**src/atd_pkg.sv**
```systemverilog
package atd_pkg;

   ////////////////////////////////////////////////////////////////////////
   // register map
   localparam int           ADDR_W          = 15;
   localparam int           DATA_W          = 8;
   localparam logic [14:0]  OFS_GAIN_TRIM_B = 15'h007b;
   localparam logic [14:0]  OFS_BANDGAP_TRIM     = 15'h007c;
   localparam logic [14:0]  OFS_TERM_A      = 15'h007e;
   localparam logic [14:0]  OFS_TERM_B      = 15'h007f;
   localparam logic [14:0]  OFS_DITHER      = 15'h009d;
   localparam logic [14:0]  OFS_LSB_CTRL    = 15'h0160;

   ////////////////////////////////////////////////////////////////////////
   // reset values and field positions
   localparam logic [7:0]   RST_TRIM        = 8'h00;
   localparam logic [7:0]   RST_DITHER      = 8'h01;
   localparam logic [7:0]   RST_LSB_CTRL    = 8'h00;
   localparam int           BG_FIELD_W      = 4;
   localparam int           DITH_EN_BIT     = 0;
   localparam int           DITH_AMP_BIT    = 1;
   localparam int           DITH_RND_BIT    = 2;
   localparam int           TS_EN_BIT       = 0;

   ////////////////////////////////////////////////////////////////////////
   // sample path
   localparam int           SAMPLE_W        = 12;
   // timestamp delay, in clocks, matching the analog input path latency
   localparam int           TS_DELAY        = 4;

   // factory fuse contents presented to the bank
   typedef struct packed {
      logic [7:0] gain_b;
      logic [3:0] bandgap;
      logic [7:0] term_a;
      logic [7:0] term_b;
      logic [2:0] dither;
   } atd_fuse_s;

   // trim values driven to the analog blocks
   typedef struct packed {
      logic [7:0] gain_b;
      logic [3:0] bandgap;
      logic [7:0] term_a;
      logic [7:0] term_b;
   } atd_trim_s;

   typedef enum logic [1:0] {
      ST_LOAD = 2'b01,
      ST_RUN  = 2'b10
   } atd_state_e;

endpackage

```
**src/atd_trim_bank.sv**
```systemverilog
`timescale 1ns/1ps
`default_nettype none
module atd_trim_bank
   import atd_pkg::*;
(
   input  wire logic                 CLK_SYS,
   input  wire logic                 RESET,
   input  wire logic [ADDR_W-1:0]    REG_ADDR,
   input  wire logic                 REG_WR,
   input  wire logic                 REG_RD,
   input  wire logic [DATA_W-1:0]    REG_WDATA,
   output logic      [DATA_W-1:0]    REG_RDATA,
   output logic                      REG_RVALID,
   input  wire atd_fuse_s            FUSE_IN,
   output atd_trim_s                 TRIM_OUT,
   output logic                      DITHER_ENABLE,
   output logic                      DITHER_AMPLITUDE_SELECT,
   output logic                      DITHER_ROUNDING_SELECT,
   input  wire logic [SAMPLE_W-1:0]  SAMPLE_IN,
   input  wire logic                 SAMPLE_IN_VALID,
   input  wire logic                 TIMESTAMP_IN,
   output logic      [SAMPLE_W-1:0]  SAMPLE_OUT,
   output logic                      SAMPLE_OUT_VALID
);

   ////////////////////////////////////////////////////////////////////////
   // register storage; reserved bits are kept since they are read-write
   atd_state_e          state_r, state_nxt;
   logic [7:0]          gain_b_r, gain_b_nxt;
   logic [7:0]          bg_r, bg_nxt;
   logic [7:0]          term_a_r, term_a_nxt;
   logic [7:0]          term_b_r, term_b_nxt;
   logic [7:0]          dith_r, dith_nxt;
   logic [7:0]          lsb_r, lsb_nxt;
   logic [DATA_W-1:0]   rdata_r, rdata_nxt;
   logic                rvalid_r, rvalid_nxt;

   // fuse copy happens on the first edge after release, never under reset,
   // so the async reset only ever loads constants; a write on that same
   // edge still wins so software is never overridden
   always_comb begin
      state_nxt  = state_r;
      gain_b_nxt = gain_b_r;
      bg_nxt     = bg_r;
      term_a_nxt = term_a_r;
      term_b_nxt = term_b_r;
      dith_nxt   = dith_r;
      lsb_nxt    = lsb_r;
      case (state_r)
         ST_LOAD: begin
            gain_b_nxt = FUSE_IN.gain_b;
            bg_nxt     = {{(8-BG_FIELD_W){1'b0}}, FUSE_IN.bandgap};
            term_a_nxt = FUSE_IN.term_a;
            term_b_nxt = FUSE_IN.term_b;
            dith_nxt   = {5'h00, FUSE_IN.dither};
            state_nxt  = ST_RUN;
         end
         ST_RUN: state_nxt = ST_RUN;
         default: state_nxt = ST_LOAD;
      endcase
      if (REG_WR) begin
         case (REG_ADDR)
            OFS_GAIN_TRIM_B: gain_b_nxt = REG_WDATA;
            OFS_BANDGAP_TRIM:     bg_nxt     = REG_WDATA;
            OFS_TERM_A:      term_a_nxt = REG_WDATA;
            OFS_TERM_B:      term_b_nxt = REG_WDATA;
            OFS_DITHER:      dith_nxt   = REG_WDATA;
            OFS_LSB_CTRL:    lsb_nxt    = REG_WDATA;
            default:         lsb_nxt    = lsb_r;
         endcase
      end
   end

   always_ff @(posedge CLK_SYS or posedge RESET) begin
      if (RESET) begin
         state_r  <= ST_LOAD;
         gain_b_r <= RST_TRIM;
         bg_r     <= RST_TRIM;
         term_a_r <= RST_TRIM;
         term_b_r <= RST_TRIM;
         dith_r   <= RST_DITHER;
         lsb_r    <= RST_LSB_CTRL;
      end else begin
         state_r  <= state_nxt;
         gain_b_r <= gain_b_nxt;
         bg_r     <= bg_nxt;
         term_a_r <= term_a_nxt;
         term_b_r <= term_b_nxt;
         dith_r   <= dith_nxt;
         lsb_r    <= lsb_nxt;
      end
   end

   ////////////////////////////////////////////////////////////////////////
   // read port: data one clock after the strobe, unmapped reads give zero
   always_comb begin
      rvalid_nxt = REG_RD;
      rdata_nxt  = rdata_r;
      if (REG_RD) begin
         case (REG_ADDR)
            OFS_GAIN_TRIM_B: rdata_nxt = gain_b_r;
            OFS_BANDGAP_TRIM:     rdata_nxt = bg_r;
            OFS_TERM_A:      rdata_nxt = term_a_r;
            OFS_TERM_B:      rdata_nxt = term_b_r;
            OFS_DITHER:      rdata_nxt = dith_r;
            OFS_LSB_CTRL:    rdata_nxt = lsb_r;
            default:         rdata_nxt = 8'h00;
         endcase
      end
   end

   always_ff @(posedge CLK_SYS or posedge RESET) begin
      if (RESET) begin
         rdata_r  <= 8'h00;
         rvalid_r <= 1'b0;
      end else begin
         rdata_r  <= rdata_nxt;
         rvalid_r <= rvalid_nxt;
      end
   end

   assign REG_RDATA  = rdata_r;
   assign REG_RVALID = rvalid_r;

   ////////////////////////////////////////////////////////////////////////
   // trim and dither outputs come straight from the storage flops
   assign TRIM_OUT.gain_b          = gain_b_r;
   assign TRIM_OUT.bandgap         = bg_r[BG_FIELD_W-1:0];
   assign TRIM_OUT.term_a          = term_a_r;
   assign TRIM_OUT.term_b          = term_b_r;
   assign DITHER_ENABLE            = dith_r[DITH_EN_BIT];
   assign DITHER_AMPLITUDE_SELECT  = dith_r[DITH_AMP_BIT];
   assign DITHER_ROUNDING_SELECT   = dith_r[DITH_RND_BIT];

   ////////////////////////////////////////////////////////////////////////
   // timestamp delay line; the sample is registered once, so the stamp
   // goes through TS_DELAY-1 line flops and is merged at the output register
   logic [TS_DELAY-1:0]  ts_r, ts_nxt;
   logic [SAMPLE_W-1:0]  samp_r, samp_nxt;
   logic                 svalid_r, svalid_nxt;

   always_comb begin
      ts_nxt     = {ts_r[TS_DELAY-2:0], TIMESTAMP_IN};
      svalid_nxt = SAMPLE_IN_VALID;
      samp_nxt   = SAMPLE_IN;
      if (lsb_r[TS_EN_BIT]) begin
         samp_nxt[0] = ts_r[TS_DELAY-2];
      end
   end

   always_ff @(posedge CLK_SYS or posedge RESET) begin
      if (RESET) begin
         ts_r     <= '0;
         samp_r   <= '0;
         svalid_r <= 1'b0;
      end else begin
         ts_r     <= ts_nxt;
         samp_r   <= samp_nxt;
         svalid_r <= svalid_nxt;
      end
   end

   assign SAMPLE_OUT       = samp_r;
   assign SAMPLE_OUT_VALID = svalid_r;

endmodule
`default_nettype wire

```
**config.mk**
```make
export PLATFORM = sky130hd
export DESIGN_NAME = atd_trim_bank
export DESIGN_NICKNAME = d
export VERILOG_FILES = /design/src/atd_pkg.sv /design/src/atd_trim_bank.sv
export SDC_FILE = /design/constraint.sdc
export NUM_CORES = 1
export LEC_CHECK = 0
export BUFFER_PORTS_ARGS = -buffer_cell sky130_fd_sc_hd__buf_2
export CORE_MARGIN = 2
export CORE_UTILIZATION = 35
export DETAILED_ROUTE_END_ITERATION = 10
export HOLD_SLACK_MARGIN = 0.05
export PLACE_DENSITY_LB_ADDON = 0.2
export RECOVER_POWER = 25
export SKIP_LAST_GASP = 1
export SLEW_MARGIN = 20
export SYNTH_ARGS = -nofsm -noshare
export SYNTH_HDL_FRONTEND = slang
export SYNTH_SLANG_ARGS = --single-unit
export TNS_END_PERCENT = 1
```
**constraint.sdc**
```tcl
create_clock -name CLK_SYS -period 1.9 [get_ports CLK_SYS]
set_clock_uncertainty 0.15 [all_clocks]
set_input_delay 0 -clock CLK_SYS [delete_from_list [all_inputs] [get_ports CLK_SYS]]
set_output_delay 0 -clock CLK_SYS [all_outputs]
set_load 0.03 [all_outputs]
```
======== Yosys cells after proc, flatten, opt, wreduce, memory -nomap -nowiden ========
Cells that the tools add are included.
word-level totals
  register bits after elaboration ......... 75
  latch bits .............................. 0
  RAM bits ................................ 0
  bits in read-only memories .............. 0
  output and inout port bits .............. 53
  memories ................................ 0
cells by class
  add/subtract/negate cells ............... 0
  multipliers ............................. 0
  divide/modulo/power cells ............... 0
  magnitude comparators ................... 0
  equal/unequal tests ..................... 8
  shift-type cells ........................ 0
  mux-type cells .......................... 18
  bitwise operators ....................... 0
  reduce and logical (&&, ||, !) cells .... 2
operators with widths
  operator             count
  $mux 8               15
  $eq 15x7->1 const B  4
  $pmux 8 s6           1
  $eq 15x8->1 const B  1
  $eq 15x9->1 const B  1
  $eq 2x1->1 const B   1
  $eq 2x2->1 const B   1
  $mux 2               1
  $reduce_and 2->1     1
  $reduce_or 2->1      1
  $mux 1               1

======== Logic depth before layout (Yosys ltp) ========
Gate-level depths: netlist (run 1).
  depth after elaboration ................. 4
  depth in mapped cells ................... 6
  gate-level depth less buffers ........... 4

======== Worst setup path before layout (run 1) ========
No wires, ideal clock.
  path type ............................... register to register
  from .................................... reg state_r[0]
  to ...................................... reg bg_r[1]
  setup time .............................. 125 ps
  arrival time ............................ 1,632 ps
  required time ........................... 1,625 ps
  slack ................................... -7 ps
  stages on the path, launching flop included .. 5
  cells stage by stage .................... dfstp_2 -> ha_1 -> clkbuf_1 -> mux2_2 -> mux2_2
between the ends
  cells in the longest elaborated chain, start to end .. 4
ends and longest elaborated chain
  item                    line                 RTL
  from (decl)             atd_trim_bank.sv:28  atd_state_e state_r, state_nxt;
  from (signal assigned)  atd_trim_bank.sv:84  state_r <= state_nxt;
  $eq 2x1->1 *            atd_trim_bank.sv:49  case (state_r)
  $mux 8 *                atd_trim_bank.sv:49
  $mux 8                  atd_trim_bank.sv:62  case (REG_ADDR)
  $mux 8 *                atd_trim_bank.sv:61  if (REG_WR) begin
  via bg_nxt[1]           atd_trim_bank.sv:30  logic [7:0] bg_r, bg_nxt;
  to (signal assigned)    atd_trim_bank.sv:86  bg_r <= bg_nxt;
  to (decl)               atd_trim_bank.sv:30
The timed path passes the listed nets; every way through them passes the cells marked *.
A chain may end at the register's enable or synchronous reset.

======== Worst setup path in the final report (run 1) ========
  from .................................... reg state_r[0]
  to ...................................... reg dith_r[1]
between the ends
  cells in the longest elaborated chain, start to end .. 4
ends and longest elaborated chain
  item                  line                 RTL
  $eq 2x1->1 *          atd_trim_bank.sv:49
  $mux 8 *              atd_trim_bank.sv:49
  $mux 8                atd_trim_bank.sv:62
  $mux 8 *              atd_trim_bank.sv:61
  via dith_nxt[1]       atd_trim_bank.sv:33  logic [7:0] dith_r, dith_nxt;
  to (signal assigned)  atd_trim_bank.sv:89  dith_r <= dith_nxt;
  to (decl)             atd_trim_bank.sv:33
Marked as above.

==> flow_summary.ini, run 1 <==
[floorplan]
rows = 37
initial_standard_cell_utilization_of_the_core_pct = 36.1
design.core.area_um2 = 10400
die_height_um = 107
ioPinCount = 125
floorplan.die.width_um = 107
die_area_um2 = 11500

[final_layout]
design.final.nets = 557
final_layout_size_suffix_gt1_share_pct = 50.9
areaGrowthSynthToFinish_pct = 43.0
fillers = 960
antennaDiodeCount = 0

[pwr]
cellLeakagePower_nw = 2.44
irDropWorstVdd_uv = 420
power_per_cell_area_nw_per_um2 = 622
total_power_w = 0.00333

[detailed_routing]
drt-total-wl_um = 10800
residual_drc = 0
drt_first_iter_violations = 190
post_drt_wl_per_cell_um = 17.3
detail_route.first_pass.iterations = 4
detail-route-antenna-nets = 0
dr_total_vias = 3125
routed_via_density = 5.00

[yosys]
postSynthCellCount = 289
synth.most_common_cell = sky130_fd_sc_hd__mux2_2
syn-cell-area_um2 = 3740
synth_cell_type_count = 36
synth-seq-area-share_pct = 50.3
number_of_enable_flip_flop_cells_after_synthesis = 0
synth_top_area_share_pct = 48.9
ys_top_cells_by_area = sky130_fd_sc_hd__dfrtp_1 (49%), sky130_fd_sc_hd__mux2_2 (24%), sky130_fd_sc_hd__mux2i_1 (2.1%)
synth-seq-cells = 75
synth_ff_type = sky130_fd_sc_hd__dfrtp_1
post_synth_net_total = 362
syn-mean-instance-area_um2 = 12.9
synthArstFlopShare_pct = 100
yosys_warning_total = 0
leading_post_synthesis_cells_by_instance_count = sky130_fd_sc_hd__mux2_2 (80), sky130_fd_sc_hd__dfrtp_1 (73), sky130_fd_sc_hd__nor2_1 (11)
synthDominantAreaCellType = sky130_fd_sc_hd__dfrtp_1

[sta]
final_report_setup_violation_count = 0
max-slew-margin-rel_pct = 30.7
post-route-worst-setup-slack_ns = 0.0671
fin_crit_ns = 1.83
final.setup.tns_ns = 0
unrepaired_setup_endpoints_after_global_routing = no
timing_hold_violations_final = 0
max_slew.worst_pin.slew_ns = 1.04
whs_ns = 0.0919
fin_crit_sh_pct = 96.5
fmax_ghz = 0.546
final-max-slew-violation-count = 0

[place]
gpl.final_weighted_congestion = 0.853
pre_cts_slack_ns = 0.0789
post-dp-hpwl_um = 7320
io_buffer_count = 124

[outcome]
outcome = finished clean

[worst_setup_path]
critical_path_cell_with_the_highest_stage_delay = sky130_fd_sc_hd__dfstp_2
flop_to_flop_setup_slack_ns = 0.07
timing.critical_path.to = dith_r[1]$_DFF_PP0_
crit-reg2reg-capture = dith_r[1]$_DFF_PP0_
crit_path_frequent_cell = sky130_fd_sc_hd__mux2_2
cpPeakStageDelay_ns = 0.53
reg2reg_from = state_r[0]$_DFF_PP1_
worst_path_fanout_max = 24
crit_path_start_kind = flip-flop
worst_ep_arrival_time_ns = 1.92
critPathRequiredTime_ns = 1.98
r2r_cells = 4
timing.critical_path.cells = ha_2, buf_12, mux2_2, mux2_2
cp-end-kind = flip-flop
startpoint = state_r[0]$_DFF_PP1_
timing.setup.critical_path_class = flip-flop to flip-flop

[grt]
gr-usage-all-layers_pct = 19.5
overflow = 0
grt_first_pass_wirelength_um = 16900
grt_pass1_vias = 3267
largest_net_degree_at_the_start_of_global_routing = 76
antenna_found_initial = 0

[cts]
root_buffer = sky130_fd_sc_hd__clkbuf_8
post_cts_resize_count = 0
clock_latency_ns = 0.35
tritoncts = done
ctsLongestPathBuffers = 2
cts_inserted_buffers = 9
clock_transition_at_path_regs_ns = 0.08
htree_num_levels = 3
cts.sinks = 75

[job]
maxCapViolations = 0

[hold_path]
worst_hold_path_type = input pin to flip-flop
where the power goes:
group | internal [W] | switching [W] | leakage, nW | total (W)
sequential | 0.00166 | 0.0000392 | 0.915 | 0.00170
clock | 0.000471 | 0.000573 | 0.0812 | 0.00104
combinational | 0.000264 | 0.000320 | 1.44 | 0.000584
final cells by class:
cell class,instances,area [um^2],area share (%)
clock inverters,3,15.0,0.281
inverters,6,26.3,0.491
clock buffers,13,139,2.60
well taps,136,170,3.18
flip-flops and latches,75,1880,35.2
multi-input cells,190,1750,32.6
repair buffers,202,1370,25.6
per-layer routing:
layer / wire length [um] / up-vias / track usage (%)
met5: 0 / - / 0
met4: 209 / 0 / 7.14
met3: 778 / 10 / 4.78
met2: 4960 / 130 / 30.4
met1: 4840 / 1521 / 26.5
li1: - / 1464 / -
critical path: cells and delay by family, from the launching register on:
| kind | cells | cell delay (ns) |
|---|---|---|
| DFF | 1 | 0.53 |
| adders and majority gates | 1 | 0.23 |
| muxes | 2 | 0.62 |
| buffers and inverters | 1 | 0.20 |
cell usage in the layout, fill, tap and decap left out, types with 3 or more instances in the layout:
cell / n
sky130_fd_sc_hd__buf_2: 122
sky130_fd_sc_hd__mux2_2: 80
sky130_fd_sc_hd__dfrtp_1: 73
sky130_fd_sc_hd__dlygate4sd3_1: 57
sky130_fd_sc_hd__buf_4: 18
sky130_fd_sc_hd__nor2_1: 11
sky130_fd_sc_hd__nor2b_1: 9
sky130_fd_sc_hd__nand4b_1: 9
sky130_fd_sc_hd__nand2_1: 9
sky130_fd_sc_hd__clkbuf_8: 9
sky130_fd_sc_hd__mux2i_1: 8
sky130_fd_sc_hd__o2bb2ai_1: 8
sky130_fd_sc_hd__o31a_1: 8
sky130_fd_sc_hd__and2_1: 8
sky130_fd_sc_hd__a32oi_1: 8
sky130_fd_sc_hd__a31oi_1: 8
sky130_fd_sc_hd__clkbuf_1: 6
sky130_fd_sc_hd__inv_1: 5
sky130_fd_sc_hd__nand3_1: 4
sky130_fd_sc_hd__clkinv_2: 3
logic make-up after synthesis:
group                      share of synthesized area (%)
muxes                                               26.2
and+or+nand+nor                                     13.1
AOI/OAI and AO/OA                                   6.96
adders and majority gates                          0.335
buffers and inverters                               3.11
DFF                                                 50.3
metrics by stage:
stage	utilization (%)	cell area, um^2	instances
finish	51.6	5350	625
global route	51.6	5350	625
CTS	51.6	5350	624
detailed placement	44.6	4630	551
global placement	44.6	4630	551
floorplan	-	3740	289
registers in the layout, summed over array words and instances, names as in the netlist:
signal            flops
REG_RDATA             8
REG_RVALID            1
SAMPLE_OUT           12
SAMPLE_OUT_VALID      1
bg_r                  8
dith_r                8
gain_b_r              8
lsb_r                 8
state_r               2
term_a_r              8
term_b_r              8
ts_r                  3
repair_timing:
| item | 4_1_cts | 5_1_grt |
|---|---|---|
| buffers inserted | 0 | 1 |
| endpoints found under the hold margin | 146 | 0 |
| hold buffers | 57 | 0 |
| endpoints found under the setup margin | 0 | 24 |
worst min-delay path by stage:
stage / from / to / slack, ns / cells past startpoint
finish: REG_ADDR[4] / REG_RDATA[5]$_DFFE_PP0P_ / 0.09 / 5
global route: REG_ADDR[3] / REG_RDATA[7]$_DFFE_PP0P_ / 0.11 / 5
CTS: REG_ADDR[3] / REG_RDATA[5]$_DFFE_PP0P_ / 0.07 / 5
detailed placement: SAMPLE_IN[2] / SAMPLE_OUT[2]$_DFF_PP0_ / -0.04 / 1
global placement: TIMESTAMP_IN / ts_r[0]$_DFF_PP0_ / -0.04 / 1
floorplan: REG_RD / REG_RVALID$_DFF_PP0_ / -0.12 / 0
Note: power is estimated with default switching activity, not from simulation.
==> run 2: changes to the inputs <==
clock period = 1.65 ns   (was 1.9 ns; I/O delays follow)
==> run 2 against run 1 <==
  * The run now ends with setup timing left
  * Sequential power up 15%
  * Setup slack worse by 0.21 ns
  * Global-route usage fell by 0.11 points
  * First-iteration DRC count down 28%
  * Clock-buffer cell count shrank 3
  * Largest power group unchanged
  * Highest routed layer unchanged
==> flow_summary.ini, run 2 (same netlist as run 1, synthesis figures left out) <==
[sta]
post-route-worst-setup-slack_ns = -0.140
fmax_ghz = 0.559
max_slew.worst_pin.slew_ns = 0.796
timing_hold_violations_final = 0
fin_crit_sh_pct = 108
whs_ns = 0.0827
final_report_setup_violation_count = 34
final-max-slew-violation-count = 0
unrepaired_setup_endpoints_after_global_routing = yes
fin_crit_ns = 1.79
max-slew-margin-rel_pct = 47.0

[final_layout]
layout_common_cells = sky130_fd_sc_hd__buf_2 (123), sky130_fd_sc_hd__dfrtp_1 (73), sky130_fd_sc_hd__mux2_2 (57), sky130_fd_sc_hd__dlygate4sd3_1 (57), sky130_fd_sc_hd__buf_4 (33)
design.final.nets = 575
antennaDiodeCount = 0
final_util_pct = 55.4
areaGrowthSynthToFinish_pct = 53.6
stdcell_area_um2 = 5740
layout_commonest_cell = sky130_fd_sc_hd__buf_2
final_layout_size_suffix_gt1_share_pct = 53.6
max_ffs_per_register = 12

[detailed_routing]
routed_via_density = 4.95
detail_route.first_pass.iterations = 4
detail-route-antenna-nets = 0
dr_total_vias = 3184
post_drt_wl_per_cell_um = 17.4
drt-total-wl_um = 11200
residual_drc = 0
drt_first_iter_violations = 136

[place]
io_buffer_count = 124
gpl.final_weighted_congestion = 0.822
place_area_um2 = 4730
post-dp-hpwl_um = 7800

[worst_setup_path]
worst_ep_arrival_time_ns = 1.87
cpPeakStageDelay_ns = 0.54
reg2reg_from = state_r[0]$_DFF_PP1_
timing.setup.critical_path_class = flip-flop to flip-flop
crit_path_start_kind = flip-flop
cp-end-kind = flip-flop
critical_path_cell_with_the_highest_stage_delay = sky130_fd_sc_hd__dfstp_2
flop_to_flop_setup_slack_ns = -0.14
critPathRequiredTime_ns = 1.73
timing.critical_path.cells = ha_4, clkbuf_16, mux2_4, mux2_2
crit-reg2reg-capture = term_b_r[0]$_DFF_PP0_
r2r_cells = 4
worst_path_fanout_max = 8
worst_path_dominant_cell_family = multiplexers
critPathBufInv = 1

[floorplan]
die_height_um = 107
design.core.area_um2 = 10400
rows = 37
floorplan.die.width_um = 107
die_area_um2 = 11500
ioPinCount = 125
initial_standard_cell_utilization_of_the_core_pct = 36.1

[cts]
clock_latency_ns = 0.34
cts_inserted_buffers = 9
cts.sinks = 75
htree_num_levels = 3
tritoncts = done
root_buffer = sky130_fd_sc_hd__clkbuf_8
clock_transition_at_path_regs_ns = 0.09
ctsLongestPathBuffers = 2

[outcome]
outcome = finished, violations left
violations = setup timing

[grt]
grt_first_pass_wirelength_um = 17000
antenna_found_initial = 0
gr-usage-all-layers_pct = 19.4
grt_pass1_vias = 3235
largest_net_degree_at_the_start_of_global_routing = 43
overflow = 0

[hold_path]
holdPathEnd = REG_RDATA[7]$_DFFE_PP0P_
worst_hold_launch = REG_ADDR[8]
worst_hold_path_type = input pin to flip-flop
whs_path_depth = 5

[pwr]
irDropWorstVdd_uv = 417
power_per_cell_area_nw_per_um2 = 770
cellLeakagePower_nw = 2.67

[job]
maxCapViolations = 0
## run 2: cell types whose count changed in the layout (fill, tap and decap cells not counted), sizes merged
cell,delta
clkinvlp,+1
bufinv,+3
inv,+1
buf,+18
clkbuf,-3
clkinv,-2
## run 2: worst max path at each step
stage / start / to / slack, ns / depth (start not counted)
3_5_place_dp: REG_ADDR[12] / term_a_r[4]$_DFF_PP0_ / -0.20 / 6
5_1_grt: state_r[0]$_DFF_PP1_ / term_a_r[2]$_DFF_PP0_ / -0.19 / 4
4_1_cts: state_r[0]$_DFF_PP1_ / term_b_r[3]$_DFF_PP0_ / -0.14 / 4
3_3_place_gp: REG_ADDR[12] / term_a_r[6]$_DFF_PP0_ / -0.16 / 6
6_report: state_r[0]$_DFF_PP1_ / term_b_r[0]$_DFF_PP0_ / -0.14 / 4
2_1_floorplan: state_r[0]$_DFF_PP1_ / bg_r[1]$_DFF_PP0_ / -0.26 / 4
## run 2: layout make-up
cell class / count / area [um^2]
clock buffers: 10 / 138
well taps: 136 / 170
fillers: 917 / 4630
multi-input cells: 190 / 1840
flip-flops and latches: 75 / 1880
inverters: 6 / 26.3
clock inverters: 6 / 111
repair buffers: 220 / 1580
## run 2: power breakdown
group | internal, W | switching (W) | leakage (nW)
registers | 0.00191 | 0.0000471 | 0.915
logic | 0.000338 | 0.000376 | 1.63
clock network | 0.00105 | 0.000699 | 0.123
total | 0.00330 | 0.00112 | 2.67
## run 2: metal layers
metal | wire length (um) | share of wire [%] | global-route usage (%)
met5 | 0 | 0 | 0
met4 | 63 | 0.56 | 5.49
met3 | 722 | 6.5 | 4.12
met2 | 5220 | 47 | 30.9
met1 | 5190 | 46 | 26.9
## run 2: tightest hold or removal path, delay by kind of cell
family | cells | cell delay, ns
and+or+nand+nor | 1 | 0.12
AOI/OAI and AO/OA | 2 | 0.18
buffers and inverters | 2 | 0.24
## run 2: what timing repair did
item | 4_1_cts | 5_1_grt
gates resized for setup | 2 | 23
hold buffers | 57 | 0
buffers inserted | 0 | 2
endpoints found under the setup margin | 31 | 31
endpoints found under the hold margin | 145 | 0
cloned | 1 | 2
pin swaps | 1 | 0
## run 2: through the flow
step	total power, W	TNS, ns	setup WS, ns	instances
detailed placement	0.00259	-6.47	-0.204	565
global placement	0.00258	-5.23	-0.160	565
CTS	0.00445	-3.20	-0.145	639
finish	0.00442	-4.12	-0.140	643
global route	0.00460	-5.74	-0.187	643
floorplan	0.00232	-8.29	-0.257	289
==> run 3: changes to the inputs <==
BUFFER_PORTS_ARGS = -buffer_cell sky130_fd_sc_hd__buf_4   (was -buffer_cell sky130_fd_sc_hd__buf_2)
==> run 3 against run 2 <==
  * The run still ends with setup timing left
  * Sequential cell count is the same
  * Non-clock buffer count is 4 lower
  * Design area rose by 1.5%
  * Critical path depth did not move
  * Clock power shrank 18%
  * Setup slack worse by 0.0062 ns
  * Core utilization rose by 0.81 points
  * Cell count is 0.62% lower
  * Combinational power is 9.0% higher
  * Global-route usage grew 0.54 points
  * Largest cell class unchanged
  * Highest routed layer unchanged
==> flow_summary.ini, run 3 (same netlist as run 1, synthesis figures left out) <==
[pwr]
power_per_cell_area_nw_per_um2 = 715
irDropWorstVdd_uv = 406
total_power_w = 0.00417
cellLeakagePower_nw = 2.63

[worst_setup_path]
crit_path_start_kind = flip-flop
worst_path_fanout_max = 16
critPathRequiredTime_ns = 1.74
cp-end-kind = flip-flop
worst_ep_arrival_time_ns = 1.89
timing.setup.critical_path_class = flip-flop to flip-flop

[floorplan]
floorplan.die.width_um = 107
initial_standard_cell_utilization_of_the_core_pct = 36.1
die_area_um2 = 11500
die_height_um = 107
design.core.area_um2 = 10400
rows = 37
ioPinCount = 125

[sta]
timing_hold_violations_final = 0
fin_crit_ns = 1.80
fin_crit_sh_pct = 109
fmax_ghz = 0.557
final_report_setup_violation_count = 31
max-slew-margin-rel_pct = 46.9
post-route-worst-setup-slack_ns = -0.146
final.setup.tns_ns = -3.26
final-max-slew-violation-count = 0
max_slew.worst_pin.slew_ns = 0.797
unrepaired_setup_endpoints_after_global_routing = yes

[cts]
clock_transition_at_path_regs_ns = 0.09
cts_inserted_buffers = 9
clock_latency_ns = 0.37
tritoncts = done
cts.sinks = 75
htree_num_levels = 3
root_buffer = sky130_fd_sc_hd__clkbuf_8
ctsLongestPathBuffers = 2

[grt]
grt_first_pass_wirelength_um = 17500
largest_net_degree_at_the_start_of_global_routing = 49
grt_pass1_vias = 3352
gr-usage-all-layers_pct = 20.0
antenna_found_initial = 0
overflow = 0

[final_layout]
final_util_pct = 56.2
stdcell_area_um2 = 5830
areaGrowthSynthToFinish_pct = 55.8
max_ffs_per_register = 12
layout_commonest_cell = sky130_fd_sc_hd__buf_4
final_layout_size_suffix_gt1_share_pct = 52.9
design.final.nets = 571
antennaDiodeCount = 0
layout_common_cells = sky130_fd_sc_hd__buf_4 (140), sky130_fd_sc_hd__mux2_2 (80), sky130_fd_sc_hd__dfrtp_1 (73)
fillers = 902

[detailed_routing]
residual_drc = 0
dr_total_vias = 3207
detail_route.first_pass.iterations = 4
drt_first_iter_violations = 147
routed_via_density = 5.02
drt-total-wl_um = 11200
post_drt_wl_per_cell_um = 17.5
detail-route-antenna-nets = 0

[place]
gpl.final_weighted_congestion = 0.867
io_buffer_count = 124
post-dp-hpwl_um = 7740
place_area_um2 = 5040

[job]
maxCapViolations = 0

[hold_path]
worst_hold_path_type = input pin to flip-flop

[outcome]
outcome = finished, violations left
violations = setup timing
run 3: cell types whose count changed in the layout (fill, tap and decap cells not counted), sizes merged:
cell,before,now
buf,160,143
bufinv,3,1
clkbuf,13,26
clkinv,1,3
run 3: cell type report:
class                   instances  area [um^2]  share of cell area (%)
inverters                       6         26.3                   0.451
flip-flops and latches         75         1880                    32.3
well taps                     136          170                    2.92
clock buffers                  10          128                    2.19
clock inverters                 6         65.1                    1.12
multi-input cells             190         1760                    30.1
repair buffers                216         1800                    30.9
run 3: final timing paths:
kind	startpoint	slack, ns	endpoint	depth (start not counted)
max	state_r[0]$_DFF_PP1_	-0.15	term_b_r[3]$_DFF_PP0_	4
min	REG_ADDR[5]	0.07	dith_r[7]$_DFF_PP0_	5
max reg2reg	state_r[0]$_DFF_PP1_	-0.15	term_b_r[3]$_DFF_PP0_	4
min reg2reg	ts_r[1]$_DFF_PP0_	0.22	ts_r[2]$_DFF_PP0_	0
max in group asynchronous	RESET	0.61	term_a_r[1]$_DFF_PP0_	4
min in group asynchronous	RESET	0.11	SAMPLE_OUT_VALID$_DFF_PP0_	4
run 3: power by group:
group          leakage, nW  total [W]  internal [W]  switching, W
sequential           0.915    0.00196       0.00191     0.0000493
combinational         1.62   0.000778      0.000400      0.000377
clock               0.0966    0.00143      0.000702      0.000728
run 3: per-stage QoR:
step           hold WS, ns  std cells  setup WS, ns
6_report            0.0719        639        -0.146
5_1_grt             0.0815        639        -0.177
4_1_cts             0.0627        638        -0.146
3_5_place_dp       -0.0477        564        -0.171
3_3_place_gp       -0.0470        564        -0.153
2_1_floorplan       -0.119        289        -0.257
run 3: worst max-delay path: stages, from the launching register on:
cell                      delay (ns)
sky130_fd_sc_hd__dfstp_2        0.54
sky130_fd_sc_hd__ha_4           0.20
sky130_fd_sc_hd__buf_12         0.17
sky130_fd_sc_hd__mux2_2         0.35
sky130_fd_sc_hd__mux2_2         0.27
run 3: what timing repair did:
action,CTS,global route
pin swaps,1,0
endpoints found under the setup margin,31,31
endpoints found under the hold margin,146,0
setup buffers,0,1
gates resized for setup,2,0
hold buffers,57,0
cloned,1,0
run 3: per-layer routing:
layer	GRT usage, %	vias to the layer above	routed length (um)
met1	26.6	1577	4970
met2	32.0	125	5290
met5	0	-	0
li1	-	1490	-
met3	5.39	15	770
met4	5.77	0	144
